## src/rtl/pci_decode_pkg.sv

```systemverilog
package pci_decode_pkg;

    // ************************************************************
    // function modes taken from the mode pins
    // ************************************************************
    localparam logic [1:0] MODE_LB8  = 2'h0;
    localparam logic [1:0] MODE_PP   = 2'h1;
    localparam logic [1:0] MODE_LB32 = 2'h2;
    localparam logic [1:0] MODE_OFF  = 2'h3;

    // ************************************************************
    // window sizes as log2 of bytes
    // ************************************************************
    localparam logic [4:0] UART_IO_LOG  = 5'h05;  // 32 bytes
    localparam logic [4:0] MEM4K_LOG    = 5'h0c;  // 4K bytes
    localparam logic [4:0] MEM16K_LOG   = 5'h0e;  // 16K bytes
    localparam logic [4:0] PP_EXT_LOG   = 5'h03;  // 8 bytes
    localparam logic [2:0] IO_CODE_MIN  = 3'h1;   // code 1 gives 4 bytes
    localparam logic [1:0] MEM_SIZE_16K = 2'h1;

    // ************************************************************
    // address fields and chip-select decode
    // ************************************************************
    localparam int UART_IO_CH_LSB  = 3;
    localparam int UART_MEM_CH_LSB = 5;
    localparam int UART_MEM_RG_LSB = 2;
    localparam int LBA_MEM_LSB     = 2;
    localparam logic [3:0] CS_BIT_MAX   = 4'h8;   // highest usable decode bit
    localparam logic [3:0] CS_BIT_NONE  = 4'hb;   // shift that leaves only cs0
    localparam logic [3:0] CS_MEM8_BIT  = 4'h8;   // lba bit 8 is AD bit 10
    localparam logic [3:0] CS_MEM32_ADJ = 4'h2;   // lba bit 0 is AD bit 2, so shift is code+2
    localparam logic [3:0] CS_IDLE_N    = 4'hf;

    // ************************************************************
    // configuration defaults that reproduce the serial map
    // ************************************************************
    localparam logic [2:0] DEFAULT_IO_SIZE_CODE = 3'h4;
    localparam logic [3:0] DEFAULT_CS_BIT       = 4'h3;

endpackage

```

## src/rtl/window_match.sv

```systemverilog
`timescale 1ns/1ps
module window_match
    import pci_decode_pkg::*;
#(
    parameter int ADDR_W = 32
)
(
    input  wire logic [ADDR_W-1:0] base,
    input  wire logic [ADDR_W-1:0] addr,
    input  wire logic [4:0]        sizeLog2,
    output logic                   hit,
    output logic [ADDR_W-1:0]      offset
);

    if (ADDR_W < 16)
    begin : gChk
        $error("window_match needs at least 16 address bits");
    end

    logic [ADDR_W-1:0] mask;

    // low bits inside the window are the offset, the rest must equal the base
    always_comb
    begin
        mask   = ~({ADDR_W{1'b1}} << sizeLog2);
        hit    = ((addr ^ base) & ~mask) == '0;
        offset = addr & mask;
    end

endmodule

```

## src/rtl/chip_select_decode.sv

```systemverilog
`timescale 1ns/1ps
module chip_select_decode
    import pci_decode_pkg::*;
#(
    parameter int LINES_W = 12,
    parameter int NUM_CS  = 4
)
(
    input  wire logic [LINES_W-1:0] lines,
    input  wire logic [3:0]         lowBit,
    input  wire logic               enable,
    output logic [NUM_CS-1:0]       selectN
);

    if (NUM_CS != 4)
    begin : gChk
        $error("chip_select_decode serves exactly four selects");
    end

    logic [LINES_W-1:0] shifted;

    // bits above the window are already zero, so small windows reach only cs0/cs1
    always_comb
    begin
        shifted = lines >> lowBit;
        selectN = CS_IDLE_N;
        if (enable)
        begin
            selectN[shifted[1:0]] = 1'b0;
        end
    end

endmodule

```

## src/rtl/pci_function_address_decoder.sv

```systemverilog
`timescale 1ns/1ps
module pci_function_address_decoder
    import pci_decode_pkg::*;
#(
    parameter int ADDR_W = 32
)
(
    input  wire logic              clk,
    input  wire logic              sys_rst,
    input  wire logic              reqValid,
    input  wire logic              reqIsMem,
    input  wire logic [ADDR_W-1:0] reqAddr,
    input  wire logic              reqDone,
    input  wire logic [ADDR_W-1:0] f0IoBase,
    input  wire logic [ADDR_W-1:0] f0MemBase,
    input  wire logic [ADDR_W-1:0] f1Bar0Base,
    input  wire logic [ADDR_W-1:0] f1Bar1Base,
    input  wire logic              f0IoEnable,
    input  wire logic              f0MemEnable,
    input  wire logic              f1IoEnable,
    input  wire logic              f1MemEnable,
    input  wire logic [1:0]        modeSel,
    input  wire logic [2:0]        ioSizeCode,
    input  wire logic [3:0]        csDecodeBit,
    input  wire logic [1:0]        memSizeCode,
    input  wire logic              strobeStyle,
    output logic                   accessActive,
    output logic                   uartIoHit,
    output logic                   uartMemHit,
    output logic [1:0]             uartChannel,
    output logic [2:0]             uartReg,
    output logic                   localBusHit,
    output logic                   ppBaseHit,
    output logic                   ppExtHit,
    output logic [2:0]             ppReg,
    output logic [7:0]             localAddrLines,
    output logic [11:0]            localAddrLinesWide,
    output logic                   localChipSelect0N,
    output logic                   localChipSelect1N,
    output logic                   localChipSelect2N,
    output logic                   localChipSelect3N,
    output logic                   localDataStrobe0N,
    output logic                   localDataStrobe1N,
    output logic                   localDataStrobe2N,
    output logic                   localDataStrobe3N
);

    if (ADDR_W < 16)
    begin : gChk
        $error("decoder needs at least 16 address bits");
    end

    // ************************************************************
    // state
    // ************************************************************
    typedef struct packed {
        logic        active;
        logic        uartIo;
        logic        uartMem;
        logic [1:0]  channel;
        logic [2:0]  regSel;
        logic        lbHit;
        logic        ppBase;
        logic        ppExt;
        logic [2:0]  ppRegSel;
        logic [11:0] lines;
        logic [3:0]  csN;
        logic [3:0]  dsN;
    } state_t;

    state_t st;
    state_t next_st;

    // ************************************************************
    // window matching
    // ************************************************************
    logic              hitUartIo;
    logic              hitUartMem;
    logic              hitF1Io;
    logic              hitF1Mem;
    logic              hitPpExt;
    logic [ADDR_W-1:0] offUartIo;
    logic [ADDR_W-1:0] offUartMem;
    logic [ADDR_W-1:0] offF1Io;
    logic [ADDR_W-1:0] offF1Mem;
    logic [ADDR_W-1:0] offPpExt;
    logic [4:0]        ioLog;
    logic [4:0]        memLog;
    logic [2:0]        ioCode;

    // codes below 1 are raised so the window never drops under 4 bytes
    always_comb
    begin
        ioCode = (ioSizeCode < IO_CODE_MIN) ? IO_CODE_MIN : ioSizeCode;
        ioLog  = {2'h0, ioCode} + 5'h01;
        memLog = MEM4K_LOG;
        if (modeSel == MODE_LB32 && memSizeCode == MEM_SIZE_16K)
        begin
            memLog = MEM16K_LOG;
        end
    end

    window_match #(.ADDR_W(ADDR_W)) uUartIo
    (
        .base     (f0IoBase),
        .addr     (reqAddr),
        .sizeLog2 (UART_IO_LOG),
        .hit      (hitUartIo),
        .offset   (offUartIo)
    );

    window_match #(.ADDR_W(ADDR_W)) uUartMem
    (
        .base     (f0MemBase),
        .addr     (reqAddr),
        .sizeLog2 (MEM4K_LOG),
        .hit      (hitUartMem),
        .offset   (offUartMem)
    );

    window_match #(.ADDR_W(ADDR_W)) uF1Io
    (
        .base     (f1Bar0Base),
        .addr     (reqAddr),
        .sizeLog2 (ioLog),
        .hit      (hitF1Io),
        .offset   (offF1Io)
    );

    window_match #(.ADDR_W(ADDR_W)) uF1Mem
    (
        .base     (f1Bar1Base),
        .addr     (reqAddr),
        .sizeLog2 (memLog),
        .hit      (hitF1Mem),
        .offset   (offF1Mem)
    );

    window_match #(.ADDR_W(ADDR_W)) uPpExt
    (
        .base     (f1Bar1Base),
        .addr     (reqAddr),
        .sizeLog2 (PP_EXT_LOG),
        .hit      (hitPpExt),
        .offset   (offPpExt)
    );

    // ************************************************************
    // local bus chip-select decode
    // ************************************************************
    logic [11:0] ioLines;
    logic [11:0] memLines;
    logic [3:0]  ioShift;
    logic [3:0]  memShift;
    logic        lbIoSel;
    logic        lbMemSel;
    logic [3:0]  ioCsN;
    logic [3:0]  memCsN;
    logic        lbMode;
    logic        uartMode;

    // io shift beyond A8 is unsupported and falls back to a single select
    always_comb
    begin
        lbMode   = (modeSel == MODE_LB8) || (modeSel == MODE_LB32);
        uartMode = (modeSel != MODE_LB32);
        ioLines  = {4'h0, offF1Io[7:0]};
        memLines = offF1Mem[LBA_MEM_LSB +: 12];
        ioShift  = (csDecodeBit > CS_BIT_MAX) ? CS_BIT_NONE : csDecodeBit;
        memShift = CS_MEM8_BIT;
        if (modeSel == MODE_LB32)
        begin
            memShift = csDecodeBit + CS_MEM32_ADJ;
        end
        lbIoSel  = lbMode && !reqIsMem && f1IoEnable && hitF1Io;
        lbMemSel = lbMode && reqIsMem && f1MemEnable && hitF1Mem;
    end

    chip_select_decode #(.LINES_W(12), .NUM_CS(4)) uIoCs
    (
        .lines   (ioLines),
        .lowBit  (ioShift),
        .enable  (1'b1),
        .selectN (ioCsN)
    );

    chip_select_decode #(.LINES_W(12), .NUM_CS(4)) uMemCs
    (
        .lines   (memLines),
        .lowBit  (memShift),
        .enable  (1'b1),
        .selectN (memCsN)
    );

    // ************************************************************
    // next state: load on a request, hold until done
    // ************************************************************
    logic     loadReq;
    state_t   hitSt;

    // function 0 wins when windows overlap, since the host should not allow it
    always_comb
    begin
        hitSt        = '0;
        hitSt.csN    = CS_IDLE_N;
        hitSt.dsN    = CS_IDLE_N;
        hitSt.active = 1'b1;
        if (uartMode && !reqIsMem && f0IoEnable && hitUartIo)
        begin
            hitSt.uartIo  = 1'b1;
            hitSt.channel = offUartIo[UART_IO_CH_LSB +: 2];
            hitSt.regSel  = offUartIo[2:0];
        end
        else if (uartMode && reqIsMem && f0MemEnable && hitUartMem)
        begin
            hitSt.uartMem = 1'b1;
            hitSt.channel = offUartMem[UART_MEM_CH_LSB +: 2];
            hitSt.regSel  = offUartMem[UART_MEM_RG_LSB +: 3];
        end
        else if (lbIoSel || lbMemSel)
        begin
            hitSt.lbHit = 1'b1;
            hitSt.lines = lbMemSel ? memLines : ioLines;
            if (strobeStyle)
            begin
                hitSt.dsN = lbMemSel ? memCsN : ioCsN;
            end
            else
            begin
                hitSt.csN = lbMemSel ? memCsN : ioCsN;
            end
        end
        else if (modeSel == MODE_PP && !reqIsMem && f1IoEnable && hitF1Io)
        begin
            hitSt.ppBase   = 1'b1;
            hitSt.ppRegSel = offF1Io[2:0];
        end
        else if (modeSel == MODE_PP && !reqIsMem && f1IoEnable && hitPpExt)
        begin
            hitSt.ppExt    = 1'b1;
            hitSt.ppRegSel = offPpExt[2:0];
        end
        else
        begin
            hitSt.active = 1'b0;
        end
    end

    // a new request may start in the cycle that ends the last one
    always_comb
    begin
        next_st     = st;
        next_st.csN = st.csN;
        loadReq     = reqValid && (!st.active || reqDone);
        if (loadReq)
        begin
            next_st = hitSt;
        end
        else if (reqDone)
        begin
            next_st     = '0;
            next_st.csN = CS_IDLE_N;
            next_st.dsN = CS_IDLE_N;
        end
    end

    always_ff @(posedge clk)
    begin
        if (sys_rst)
        begin
            st     <= '0;
            st.csN <= CS_IDLE_N;
            st.dsN <= CS_IDLE_N;
        end
        else
        begin
            st <= next_st;
        end
    end

    // ************************************************************
    // outputs straight from the state register
    // ************************************************************
    assign accessActive       = st.active;
    assign uartIoHit          = st.uartIo;
    assign uartMemHit         = st.uartMem;
    assign uartChannel        = st.channel;
    assign uartReg            = st.regSel;
    assign localBusHit        = st.lbHit;
    assign ppBaseHit          = st.ppBase;
    assign ppExtHit           = st.ppExt;
    assign ppReg              = st.ppRegSel;
    assign localAddrLines     = st.lines[7:0];
    assign localAddrLinesWide = st.lines;
    assign localChipSelect0N  = st.csN[0];
    assign localChipSelect1N  = st.csN[1];
    assign localChipSelect2N  = st.csN[2];
    assign localChipSelect3N  = st.csN[3];
    assign localDataStrobe0N  = st.dsN[0];
    assign localDataStrobe1N  = st.dsN[1];
    assign localDataStrobe2N  = st.dsN[2];
    assign localDataStrobe3N  = st.dsN[3];
endmodule

```

## config.mk

```make
export PLATFORM = sky130hd
export DESIGN_NAME = pci_function_address_decoder
export DESIGN_NICKNAME = d
export VERILOG_FILES = /design/src/rtl/pci_decode_pkg.sv /design/src/rtl/window_match.sv /design/src/rtl/chip_select_decode.sv /design/src/rtl/pci_function_address_decoder.sv
export SDC_FILE = /design/constraint.sdc
export NUM_CORES = 1
export LEC_CHECK = 0
export ABC_AREA = 1
export BUFFER_PORTS_ARGS = -buffer_cell sky130_fd_sc_hd__clkbuf_2
export CORE_MARGIN = 2
export CORE_UTILIZATION = 56
export CTS_CLUSTER_DIAMETER = 50
export DETAILED_ROUTE_END_ITERATION = 6
export GPL_TIMING_DRIVEN = 0
export PLACE_DENSITY_LB_ADDON = 0.1
export RECOVER_POWER = 50
export SLEW_MARGIN = 5
export SYNTH_ARGS = -nofsm -noshare
export SYNTH_HDL_FRONTEND = slang
export SYNTH_HIERARCHICAL = 1
export SYNTH_SLANG_ARGS = --single-unit
```

## constraint.sdc

```tcl
create_clock -name clk -period 4.7 [get_ports clk]
set_clock_uncertainty 0.2 [all_clocks]
set_input_delay 0.94 -clock clk [delete_from_list [all_inputs] [get_ports clk]]
set_output_delay 0.94 -clock clk [all_outputs]
set_load 0.005 [all_outputs]
```

==> results.json, run 1 <==
{
  "clockBufferDepth": 2,
  "rsz0062_at_grt": "no",
  "grt_pass1_wl_um": 39910,
  "vias": 9677,
  "worstSetupStartpointType": "input pin",
  "final_layout_size_suffix_gt1_frac": 0.1776,
  "drc": 0,
  "cts-buffers-inserted": 5,
  "cts_tree": "done",
  "first_iter_violations": 850,
  "crit_path_end_kind": "flop",
  "hp-class": "flop to flop",
  "die_area_mm2": 0.01432,
  "fill_cells": 1331,
  "htreeDepth": 2,
  "grtUsageTotal": 0.3508,
  "cts_setup_buffers": 0,
  "overflow": 0,
  "grt_pass1_vias": 8327,
  "clk_latency_ns": 0.28,
  "cp-startpoint": "ioSizeCode[1]",
  "fin_crit_ns": 4.144,
  "cp.required_ns": 4.68,
  "status": "completed",
  "initial_core_util": 0.5704,
  "peakVddDrop_uv": 117.9,
  "rrSetupSlack_ns": 3.16,
  "antenna_found_initial": 0,
  "slowest_delay_ns": 0.54,
  "worst_pin_slew_ns": 0.7278,
  "worstPathArrival_ns": 4.12,
  "via_per_inst": 4.824,
  "nNetsFinal": 2011,
  "fin_tns_setup_ns": 0,
  "critPathSlowestCell": "xor2_1",
  "ant_nets": 0,
  "final_util": 0.7046,
  "grt_max_degree": 13,
  "boundaryPins": 223,
  "clk_root_buffer_cell": "clkbuf_16",
  "final_max_slew_viol_count": 0,
  "synth_area_per_cell_um2": 4.927,
  "wl_per_cell_um": 12.72,
  "antenna_cells": 0,
  "crit_type": "input pin to flop",
  "crit_top_cell": "nand2_1",
  "detailed_place_hpwl_um": 20960,
  "area_delta_synth_final_pct": 23.53,
  "die_h_um": 119.7,
  "setup_viol": 0,
  "critical-path-top-delay-family": "simple AND/OR/NAND/NOR gates",
  "crit_chain": "clkbuf_2 > inv_1 > a21oi_2 > xor2_1 > nand2_2 > nand3_1 > nor2_1 > nor2_1 > nand2_1 > nor2_1 > nand2_1 > nor2_1 > clkbuf_2 > nand2_1 > nor2_1 > nor2_4 > nor2_8 > buf_8 > nand2_1 > nand2_1 > nand2_1",
  "gp_congestion": 0.9628,
  "relSlewSlack": 0.5148,
  "wirelength_um": 25510,
  "leakagePower_nw": 5.735,
  "min_period_over_period": 0.8818,
  "core_mm2": 0.01314,
  "yosysWarnings": 6,
  "synth_area_mm2": 0.007493,
  "worst-path-buf-inv": 4,
  "cts.sinks": 34,
  "fmax_mhz": 241.3,
  "worst-path-max-fanout": 10,
  "hold_viol": 0,
  "cts.clk_slew.worst_paths_ns": 0.06,
  "syn-instance-count": 1521,
  "worst_hold_startpoint": "localDataStrobe3N",
  "firstDrtPassIters": 6,
  "rows": 42,
  "die_w_um": 119.7,
  "r2r_start": "accessActive",
  "power.density_mw_per_mm2": 143.3,
  "port_buffers": 221,
  "drv_cap": 0
}
-- path summary, 6_finish.rpt --
kind                                         endpoint  depth (start not counted)
worst max register to register  localAddrLinesWide[2]                          8
worst min-delay path                localDataStrobe3N                          2
worst max-delay path                localChipSelect3N                         21
worst min register to register      localDataStrobe3N                          2
-- worst min-delay path: stages (launching register included) --
cell and delay, ns:
dfxtp_1 0.32, a21oi_1 0.06, nand2_1 0.05
-- through the flow --
step                      power, mW  instance area, µm²  std cells  hold WS, ns  setup slack (ns)
final                         1.326                9256       2006       0.2655            0.5556
after global routing          1.428                9256       2006       0.2867            0.2503
after CTS                     1.291                9271       2006       0.2676            0.3930
after detailed placement     0.9635                9120       1998       0.2544            0.1258
after global placement       0.9553                9120       1998       0.2498            0.1324
after floorplan              0.7501                7794       1601       0.2609             1.036
-- placed cells by master (no fill, tap or decap), types with 5 or more instances in the layout --
cell type,n
nand2_1,621
inv_1,241
nor2_1,213
clkbuf_2,207
nand3_1,107
conb_1,82
xor2_1,56
a21oi_1,49
xnor2_1,41
dfxtp_1,34
buf_4,25
nand2_2,20
clkbuf_1,18
o21ai_0,15
buf_2,10
a21boi_0,10
a21oi_2,9
inv_2,7
nand3_2,7
nor2_2,6
nand4_1,5
clkbuf_16,5
nand2_4,5
and2_1,5
or2_2,5
-- routing by layer --
layer	up-vias	global-route usage	part of all wire
li1	5051	-	-
met1	4120	0.4726	0.43
met2	437	0.5754	0.44
met3	69	0.03612	0.086
met4	0	0.1375	0.043
met5	-	0	0
-- repair_timing --
| item | in CTS | in global routing |
|---|---|---|
| endpoints found under the setup margin | 0 | 4 |
| resized for setup | 0 | 1 |
| hold buffers | 0 | 0 |
-- registers in the layout, summed over array words and instances, names as in the netlist, 2 cells and up --
name / cells
ppReg: 3
uartChannel: 2
uartReg: 3
localAddrLinesWide: 12
-- layout make-up --
type	count	area, µm²	area share
repair buffers	221	1087	0.1175
plain buffers	51	387.9	0.04190
inverters	249	935.9	0.1011
well taps	176	220.2	0.02379
clock inverters	2	12.51	0.001352
clock buffers	6	138.9	0.01500
multi-input cells	1267	5793	0.6258
flip-flops and latches	34	680.7	0.07353
-- power by group --
part	switching, mW	total, mW	internal (mW)
Sequential	0.00121	0.292	0.291
Combinational	0.439	0.707	0.268
Clock	0.117	0.327	0.209
Total	0.558	1.33	0.768
Power figures use the tool's default switching activity.
==> inputs of run 2 (changes only) <==
--- a/config.mk
+++ b/config.mk
@@ -8,13 +8,13 @@
 export ABC_AREA = 1
 export BUFFER_PORTS_ARGS = -buffer_cell sky130_fd_sc_hd__clkbuf_2
 export CORE_MARGIN = 2
-export CORE_UTILIZATION = 56
+export CORE_UTILIZATION = 55
 export CTS_CLUSTER_DIAMETER = 50
 export DETAILED_ROUTE_END_ITERATION = 6
 export GPL_TIMING_DRIVEN = 0
 export PLACE_DENSITY_LB_ADDON = 0.1
 export RECOVER_POWER = 50
-export SLEW_MARGIN = 5
+export SLEW_MARGIN = 20
 export SYNTH_ARGS = -nofsm -noshare
 export SYNTH_HDL_FRONTEND = slang
 export SYNTH_HIERARCHICAL = 1
==> results.json, run 2 (same netlist as run 1, synthesis figures left out) <==
{
  "p_int_mw": 0.8638,
  "wirelength_um": 26010,
  "hold_viol": 0,
  "die_h_um": 120.7,
  "peakVddDrop_uv": 129.5,
  "fin_tns_setup_ns": 0,
  "die_area_mm2": 0.01457,
  "cts.sinks": 34,
  "fin_crit_ns": 4.126,
  "largest_reg_flops": 12,
  "busiest_layer": "met2",
  "pwr-share-clk": 0.305,
  "first_iter_violations": 835,
  "place_ws_ns": 0.3934,
  "crit_path_end_kind": "flop",
  "cts-buffers-inserted": 5,
  "clk_latency_ns": 0.27,
  "boundaryPins": 223,
  "rsz0062_at_grt": "no",
  "antenna_found_initial": 0,
  "fmax_mhz": 242.4,
  "gp_congestion": 1.008,
  "core_mm2": 0.01330,
  "final_cell_mix": "nand2_1 (621), inv_1 (241), nor2_1 (213)",
  "initial_core_util": 0.5636,
  "final_max_slew_viol_count": 0,
  "grt_pass1_vias": 8383,
  "worst_pin_slew_ns": 0.7885,
  "cts_tree": "done",
  "die_w_um": 120.7,
  "detailed_place_hpwl_um": 20960,
  "hold_buffers": 0,
  "power.density_mw_per_mm2": 154.6,
  "via_per_inst": 4.851,
  "port_buffers": 221,
  "firstDrtPassIters": 7,
  "hp-class": "flop to flop",
  "leakagePower_nw": 5.764,
  "antenna_cells": 0,
  "rows": 42,
  "grt_pass1_wl_um": 40360,
  "drc": 1,
  "grtUsageTotal": 0.3500,
  "seqPwrFrac": 0.203,
  "vias": 9731,
  "nNetsFinal": 2011,
  "area_delta_synth_final_pct": 24.09,
  "final_common_cell": "nand2_1",
  "swShare": 0.3990,
  "cts.repair.resized": 0,
  "status": "complete, but fails checks",
  "combPwrFrac": 0.492,
  "min_period_over_period": 0.8778,
  "worst_slack_ns": 0.5742,
  "final_layout_size_suffix_gt1_frac": 0.1787,
  "clk_root_buffer_cell": "clkbuf_16",
  "wl_per_cell_um": 12.97,
  "worstPathArrival_ns": 4.09,
  "cp.required_ns": 4.67,
  "grt_max_degree": 13,
  "setup_viol": 0,
  "grt_use_met1": 0.4682,
  "relSlewSlack": 0.4743,
  "drv_cap": 0,
  "cts_setup_buffers": 0,
  "violations": "DRC",
  "clockBufferDepth": 2,
  "crit_type": "input pin to flop",
  "met2_usage": 0.6010,
  "ant_nets": 0,
  "p_sw_mw": 0.5736,
  "cts.clk_slew.worst_paths_ns": 0.06,
  "worst-path-max-fanout": 10,
  "worstSetupStartpointType": "input pin",
  "overflow": 0,
  "htreeDepth": 2,
  "use_met3": 0.02783
}
-- run 2: through the flow --
step / cells / power [mW] / area (µm²) / util / hold WS [ns]
global placement: 1998 / 0.9540 / 9120 / 0.6860 / 0.2517
detailed placement: 1998 / 0.9615 / 9120 / 0.6860 / 0.2574
CTS: 2006 / 1.401 / 9314 / 0.7005 / 0.2671
finish: 2006 / 1.437 / 9299 / 0.6994 / 0.2673
floorplan: 1601 / 0.7501 / 7794 / - / 0.2609
global route: 2006 / 1.538 / 9299 / 0.6994 / 0.2914
-- run 2: worst paths after layout --
kind / slack (ns) / startpoint / cells after the start / endpoint
max: 0.57 / ioSizeCode[1] / 21 / localChipSelect3N
min: 0.27 / ppExtHit / 2 / ppExtHit
max reg2reg: 3.13 / accessActive / 8 / localAddrLinesWide[7]
min reg2reg: 0.27 / ppExtHit / 2 / ppExtHit
-- run 2: metal layers --
| metal | vias to the layer above | routed length, µm |
|---|---|---|
| met3 | 58 | 2184 |
| met4 | 0 | 814 |
| met5 | - | 0 |
| met1 | 4153 | 11230 |
| li1 | 5058 | - |
| met2 | 462 | 11780 |
-- run 2: final cells by class --
| class | count | area [µm²] |
|---|---|---|
| Buffer | 51 | 387.9 |
| Clock buffer | 5 | 125.1 |
| Clock inverter | 3 | 68.82 |
| Fill cell | 1359 | 3996 |
| Inverter | 249 | 935.9 |
| Multi-Input combinational cell | 1267 | 5789 |
| Sequential cell | 34 | 680.7 |
| Tap cell | 176 | 220.2 |
| Timing Repair Buffer | 221 | 1091 |
-- run 2: critical path: stages --
cell      delay (ns)
clkbuf_2        0.09
inv_1           0.06
a21oi_1         0.60
xor2_1          0.47
nand2_1         0.20
nand3_1         0.17
nor2_1          0.06
nor2_1          0.08
nand2_1         0.06
nor2_1          0.14
nand2_1         0.07
nor2_1          0.10
clkbuf_2        0.21
nand2_1         0.07
nor2_1          0.17
nor2_4          0.08
nor2_8          0.17
buf_8           0.16
nand2_1         0.05
nand2_1         0.06
nand2_1         0.06
-- run 2: power by group through the flow --
| stage | sequential, mW | combinational (mW) | clock (mW) |
|---|---|---|---|
| 3_3_place_gp | 0.298 | 0.656 | 0 |
| 6_report | 0.292 | 0.707 | 0.438 |
| 4_1_cts | 0.292 | 0.667 | 0.441 |
| 3_5_place_dp | 0.299 | 0.663 | 0 |
| 5_1_grt | 0.292 | 0.792 | 0.454 |
| 2_1_floorplan | 0.299 | 0.451 | 0 |
